===== config.mk =====
export PLATFORM = sky130hd
export DESIGN_NAME = qpc_counter
export DESIGN_NICKNAME = d
export VERILOG_FILES = /design/src/hdl/qpc_pkg.sv /design/src/hdl/qpc_counter.sv
export SDC_FILE = /design/constraint.sdc
export NUM_CORES = 1
export LEC_CHECK = 0
export BUFFER_PORTS_ARGS = -buffer_cell sky130_fd_sc_hd__buf_4
export CAP_MARGIN = 20
export CORE_UTILIZATION = 60
export CTS_BUF_LIST = sky130_fd_sc_hd__clkbuf_8
export DETAILED_ROUTE_END_ITERATION = 8
export GPL_TIMING_DRIVEN = 0
export PLACE_DENSITY = 0.88
export REMOVE_ABC_BUFFERS = 1
export SETUP_SLACK_MARGIN = 0.1
export SKIP_LAST_GASP = 1
export SYNTH_ARGS = -nofsm -noshare
export SYNTH_HDL_FRONTEND = slang
export SYNTH_SLANG_ARGS = --single-unit

===== constraint.sdc =====
create_clock -name clk -period 6.5 [get_ports clk]
set_clock_uncertainty 0.05 [all_clocks]
set_input_delay 1.625 -clock clk [delete_from_list [all_inputs] [get_ports clk]]
set_output_delay 1.625 -clock clk [all_outputs]
set_load 0.05 [all_outputs]

===== src/hdl/qpc_pkg.sv =====
// Purpose: Shared constants and types for the quadrature position counter
// Assumes: One clock domain, 16-bit position count
// Notes:   Mode field codes follow the encoder control layout
`default_nettype none
package qpc_pkg;

    // ****************************************************************
    // Widths and field layout
    // ****************************************************************
    localparam int COUNT_W     = 16;     // Position counter width
    localparam int MODE_W      = 3;      // Mode select width
    localparam int CTRL_W      = 16;     // Control register image width
    localparam int MODE_LSB    = 8;      // Mode field low bit
    localparam int DIR_BIT     = 11;     // Direction status bit

    localparam logic [COUNT_W-1:0] COUNT_RST = 16'h0000;  // Counter reset value
    localparam logic [COUNT_W-1:0] COUNT_ONE = 16'h0001;  // Step size

    // ****************************************************************
    // Mode codes (bit 2 enables counting, bit 1 picks x4, bit 0 picks max reset)
    // ****************************************************************
    localparam logic [MODE_W-1:0] MODE_X2_INDEX = 3'h4;   // x2, index reset
    localparam logic [MODE_W-1:0] MODE_X2_MAX   = 3'h5;   // x2, max reset
    localparam logic [MODE_W-1:0] MODE_X4_INDEX = 3'h6;   // x4, index reset
    localparam logic [MODE_W-1:0] MODE_X4_MAX   = 3'h7;   // x4, max reset
    localparam int MODE_EN_BIT  = 2;     // Counting enabled
    localparam int MODE_X4_BIT  = 1;     // x4 edge rate
    localparam int MODE_MAX_BIT = 0;     // Reset on max match

    // Synchronised encoder lines
    typedef struct packed {
        logic ph_a;
        logic ph_b;
        logic idx;
    } qpc_lines_type;

    // Decode result state of the index qualifier
    typedef enum logic [1:0] {
        QPC_IDX_IDLE  = 2'b00,
        QPC_IDX_SEEN  = 2'b01
    } qpc_idx_state_type;

endpackage
`default_nettype wire


===== src/hdl/qpc_counter.sv =====
// Purpose: Quadrature decode and 16-bit up/down position counter
// Assumes: Encoder lines are asynchronous pins; single 100 MHz clock
// Notes:   Noise filters, error checking, timer mode and interrupts are absent
//
// Overview of operation
// - Phase A leading phase B counts forward
// - 16-bit counter steps by one per count pulse
// - Count direction chooses up or down
// - Three-bit mode field at control bits 10:8
// - Modes 100/101 count phase A edges only
// - Modes 110/111 count every edge of both
// - Reset on index (100/110) or max (101/111)
// - Direction shown as read-only control bit 11
`timescale 1ns/10ps
`default_nettype none
module qpc_counter
(
    input  wire logic                             clk,
    input  wire logic                             sys_rst,
    input  wire logic                             clk_en,
    input  wire logic                             phase_a_input,
    input  wire logic                             phase_b_input,
    input  wire logic                             index_input,
    input  wire logic [qpc_pkg::MODE_W-1:0]       encoder_mode_select,
    input  wire logic [qpc_pkg::COUNT_W-1:0]      max_count_limit,
    output logic      [qpc_pkg::COUNT_W-1:0]      position_count,
    output logic                                  count_direction,
    output logic      [qpc_pkg::CTRL_W-1:0]       encoder_control_reg,
    output logic                                  count_pulse
);
    import qpc_pkg::*;

    // ****************************************************************
    // Synchronisers and edge history
    // ****************************************************************
    qpc_lines_type sync_1;      // First stage, read only by sync_2
    qpc_lines_type sync_2;      // Second stage, safe to decode
    qpc_lines_type last;        // Previous decoded sample
    logic [MODE_W-1:0] mode;    // Registered mode select

    // Two-flop synchroniser on every encoder line
    always_ff @(posedge clk or posedge sys_rst)
    begin
        if (sys_rst)
        begin
            sync_1 <= '0;
            sync_2 <= '0;
        end
        else if (clk_en)
        begin
            sync_1 <= '{phase_a_input, phase_b_input, index_input};
            sync_2 <= sync_1;
        end
    end

    // History for edge detection, taken from the synchronised copy
    always_ff @(posedge clk or posedge sys_rst)
    begin
        if (sys_rst)
            last <= '0;
        else if (clk_en)
            last <= sync_2;
    end

    // Mode comes from same-clock logic; register it for a flop-fed view
    always_ff @(posedge clk or posedge sys_rst)
    begin
        if (sys_rst)
            mode <= '0;
        else if (clk_en)
            mode <= encoder_mode_select;
    end

    // ****************************************************************
    // Quadrature decode
    // ****************************************************************
    logic edge_a;       // Phase A toggled
    logic edge_b;       // Phase B toggled
    logic next_dir;     // Direction implied by this edge
    logic step;         // Count pulse this cycle
    logic idx_rise;     // Qualified index arrival
    logic at_max;       // Counter sits at the limit

    // Forward when A leads B: after an A edge, A differs from B;
    // after a B edge, A equals B. Simultaneous edges are invalid and dropped.
    always_comb
    begin
        edge_a   = sync_2.ph_a ^ last.ph_a;
        edge_b   = sync_2.ph_b ^ last.ph_b;
        next_dir = count_direction;
        if (edge_a && !edge_b)
            next_dir = sync_2.ph_a ^ sync_2.ph_b;
        else if (edge_b && !edge_a)
            next_dir = ~(sync_2.ph_a ^ sync_2.ph_b);
        // x2 counts A edges, x4 counts both; neither when mode is off
        if (!mode[MODE_EN_BIT] || (edge_a && edge_b))
            step = 1'b0;
        else if (mode[MODE_X4_BIT])
            step = edge_a | edge_b;
        else
            step = edge_a;
        // Index qualified by both phases low, as the encoder promises
        idx_rise = sync_2.idx && !last.idx && !sync_2.ph_a && !sync_2.ph_b;
        at_max   = (position_count == max_count_limit);
    end

    // Direction follows every decoded single-phase edge in any mode
    always_ff @(posedge clk or posedge sys_rst)
    begin
        if (sys_rst)
            count_direction <= 1'b0;
        else if (clk_en)
            count_direction <= next_dir;
    end

    // ****************************************************************
    // Position counter
    // ****************************************************************
    // Max reset wraps to zero going up, and below zero loads the limit,
    // so the count stays inside 0..limit in both directions.
    always_ff @(posedge clk or posedge sys_rst)
    begin
        if (sys_rst)
            position_count <= COUNT_RST;
        else if (clk_en)
        begin
            if (mode[MODE_EN_BIT] && !mode[MODE_MAX_BIT] && idx_rise)
                position_count <= COUNT_RST;
            else if (step)
            begin
                if (next_dir)
                begin
                    if (mode[MODE_MAX_BIT] && at_max)
                        position_count <= COUNT_RST;
                    else
                        position_count <= position_count + COUNT_ONE;
                end
                else
                begin
                    if (mode[MODE_MAX_BIT] && position_count == COUNT_RST)
                        position_count <= max_count_limit;
                    else
                        position_count <= position_count - COUNT_ONE;
                end
            end
        end
    end

    // Count pulse exported for the rest of the unit
    always_ff @(posedge clk or posedge sys_rst)
    begin
        if (sys_rst)
            count_pulse <= 1'b0;
        else if (clk_en)
            count_pulse <= step;
    end

    // ****************************************************************
    // Control register image
    // ****************************************************************
    // Only the mode field and direction status are live; others read zero
    always_ff @(posedge clk or posedge sys_rst)
    begin
        if (sys_rst)
            encoder_control_reg <= '0;
        else if (clk_en)
        begin
            encoder_control_reg                          <= '0;
            encoder_control_reg[MODE_LSB +: MODE_W]      <= encoder_mode_select;
            encoder_control_reg[DIR_BIT]                 <= next_dir;
        end
    end
endmodule
`default_nettype wire


==> impl_metrics.csv <==
group,metric,value,unit
run_status,status,"completed",
power,power_density,473.2,nW/um^2
floorplanning,core_area,3799,sq um
logic_synthesis,synth_fa_ha_area_frac,0.01516,
worst_setup_path,start_kind,"primary input",
global_routing,grt_max_degree,20,
floorplanning,fp.dieH,66.24,um
floorplanning,std_cell_rows,22,
timing,fmax,264.9,MHz
logic_synthesis,synthTopCellsByArea,"dfrtp_1 30%, xnor2_1 8.5%, mux2_2 5.9%, buf_4 4.9%, nand2_1 4.4%",
timing,holdWs,458.8,ps
logic_synthesis,syn-cell-area,2476,sq um
floorplanning,die_w,66.24,um
logic_synthesis,synth-seq-cells,30,
route,postRouteAntennaNets,0,
power,leakage,0.001258,uW
clock_network,cts_root_buffer,"clkbuf_8",
timing,period_share,0.5808,
timing,finalCriticalPeriod,3776,ps
power,total_power,1362,uW
timing,worst_pin_slew,774.3,ps
clock_network,clkTransAtPathRegs,70,ps
placement,hpwl,4.475,mm
timing,relSlewSlack,0.4798,
floorplanning,ioPinCount,59,
finish,drive_gt1_frac,0.2348,
route,viasPerCell,6.274,
placement,gp_congestion,0.9293,
clock_network,cts_buffer_depth,2,
global_routing,overflow,0,
route,wl,6.413,mm
worst_setup_path,crit_required,6570,ps
global_routing,grt_pass1_vias,2205,
logic_synthesis,synth_top_area_share,0.3032,
logic_synthesis,muxShareOfSynthArea,0.07933,
clock_network,cts_max_level,2,
clock_network,numCtsBuffers,5,
finish,diodes,0,
finish,largest_reg_flops,16,
placement,port_buffers,46,
route,wl_per_cell,17.06,um
clock_network,clock_sinks,30,
logic_synthesis,synthFlopType,"dfrtp_1",
timing,hold_viol_final,0,
clock_network,post-cts-setup-buffer-count,0,
worst_setup_path,path_class,"primary input to flop",
timing,final.setup.tns,0,ps
power,vdd.ir_drop.worst,242.6,uV
logic_synthesis,syn_avg_cell_area,8.254,sq um
worst_setup_path,critPathMaxFanout,9,
route,dr.pass1.iters,7,
clock_network,clk_latency,290,ps
logic_synthesis,synth_xor_area_frac,0.1167,
hold_path,hp-class,"flop to flop",
worst_setup_path,cp.arrival,3850,ps
logic_synthesis,yosysWarnings,0,
logic_synthesis,post-synth-top-count-cell,"dfrtp_1",
global_routing,grt_usage,0.3147,
floorplanning,die-area,4388,sq um
floorplanning,initial_utilization,0.6518,
timing,rsz0062_at_grt,"false",
clock_network,post_cts_resized,0,
finish,synthToLayoutAreaGrowth,16.27,%
timing,slew_violations,0,
timing,setup_viol,0,
logic_synthesis,syn_inst,300,
global_routing,antenna_found_initial,0,
worst_setup_path,endpoint_kind,"flop",
global_routing,grt_pass1_wl,10.31,mm
logic_synthesis,synthSimpleGateAreaFrac,0.2360,
route,drt_iter0_markers,382,
logic_synthesis,synth_top_family_by_area,"simple AND/OR/NAND/NOR gates",
logic_synthesis,async_flop_share,1.000,
logic_synthesis,synth_compound_area_frac,0.1395,
logic_synthesis,seq_area_frac_synth,0.3032,
finish,top_register,"position_count",
logic_synthesis,ys_types,49,
run,cap_violations,0,
route,drc,0,
logic_synthesis,synth.largest_area_cell,"dfrtp_1",
clock_network,cts_tree,"done",
logic_synthesis,synth-edff-count,0,
route,num_vias,2359,
logic_synthesis,ys_top_cells_by_count,"30 x dfrtp_1, 29 x nand2_1, 24 x xnor2_1",
clock_network,holdBufCountCts,0,
finish,layout.nets,355,
-- per-layer routing --
| metal | global-route usage | part of all wire | vias up |
|---|---|---|---|
| li1 | - | - | 1089 |
| met1 | 0.3887 | 0.40 | 1109 |
| met2 | 0.5204 | 0.50 | 144 |
| met3 | 0.06034 | 0.082 | 17 |
| met4 | 0.1569 | 0.020 | 0 |
| met5 | 0 | 0 | - |
-- layout make-up --
cell class / count / area [sq um]
sequential: 30 / 750.7
multi-input combinational: 233 / 1504
timing repair buffer: 49 / 391.6
inverter: 8 / 30.03
fill: 295 / 919.6
tap: 48 / 60.06
clock buffer: 6 / 82.58
clock inverter: 2 / 60.06
-- power by group --
group          leakage [uW]  internal (uW)  switching (uW)
logic              0.000810            272             469
clock network     0.0000714            164            78.4
registers          0.000376            240             139
total               0.00126            676             686
-- through the flow --
| step | instances | util | instance area (sq um) | setup WS [ps] |
|---|---|---|---|---|
| 2_1_floorplan | 271 | - | 2278 | 2540 |
| 3_3_place_gp | 365 | 0.7065 | 2684 | 1495 |
| 3_5_place_dp | 368 | 0.7204 | 2736 | 2582 |
| 4_1_cts | 376 | 0.7579 | 2879 | 2820 |
| 5_1_grt | 376 | 0.7579 | 2879 | 2557 |
| 6_report | 376 | 0.7579 | 2879 | 2724 |
-- cells by family (layout without fill, tap and decap cells) --
group	Yosys count	in the layout
buf+inv	48	65
compound gates	55	55
flops	30	30
simple gates	112	112
xor+xnor	33	33
fa+ha+maj	3	3
mux	18	18
other cells	1	12
-- path summary, 6_finish.rpt --
kind	slack (ps)	cells after the start	end	startpoint
max in group asynchronous	4560	3	position_count[10]	sys_rst
min in group asynchronous	1340	2	count_direction	sys_rst
worst max register to register	3510	6	position_count[10]	sync_2[1]
worst min register to register	460	1	sync_2[1]	sync_1[1]
worst min-delay path	460	1	sync_2[1]	sync_1[1]
worst max-delay path	2720	9	position_count[10]	max_count_limit[6]
-- cells in the final DEF, fill, tap and decap left out, drive strengths merged, types with 4 or more instances in the layout --
cell    count
and3        4
mux2       13
buf        49
or3         7
a21oi      14
nor4        9
nand3      17
o21ai      17
mux2i       5
xor2        9
dfrtp      30
nand2      29
conb       12
xnor2      24
clkbuf      6
inv         8
o31ai       4
nor3        6
nor2       21
nand4       5
o211ai      4
-- critical path: stages --
cell      delay, ps
buf_4           120
xor2_1          140
nor4_1          420
nand4_1         180
nor4_2          550
buf_4           290
nor3_1          140
o21ai_0         200
o311ai_0        180
(Power assumes the default switching activity.)
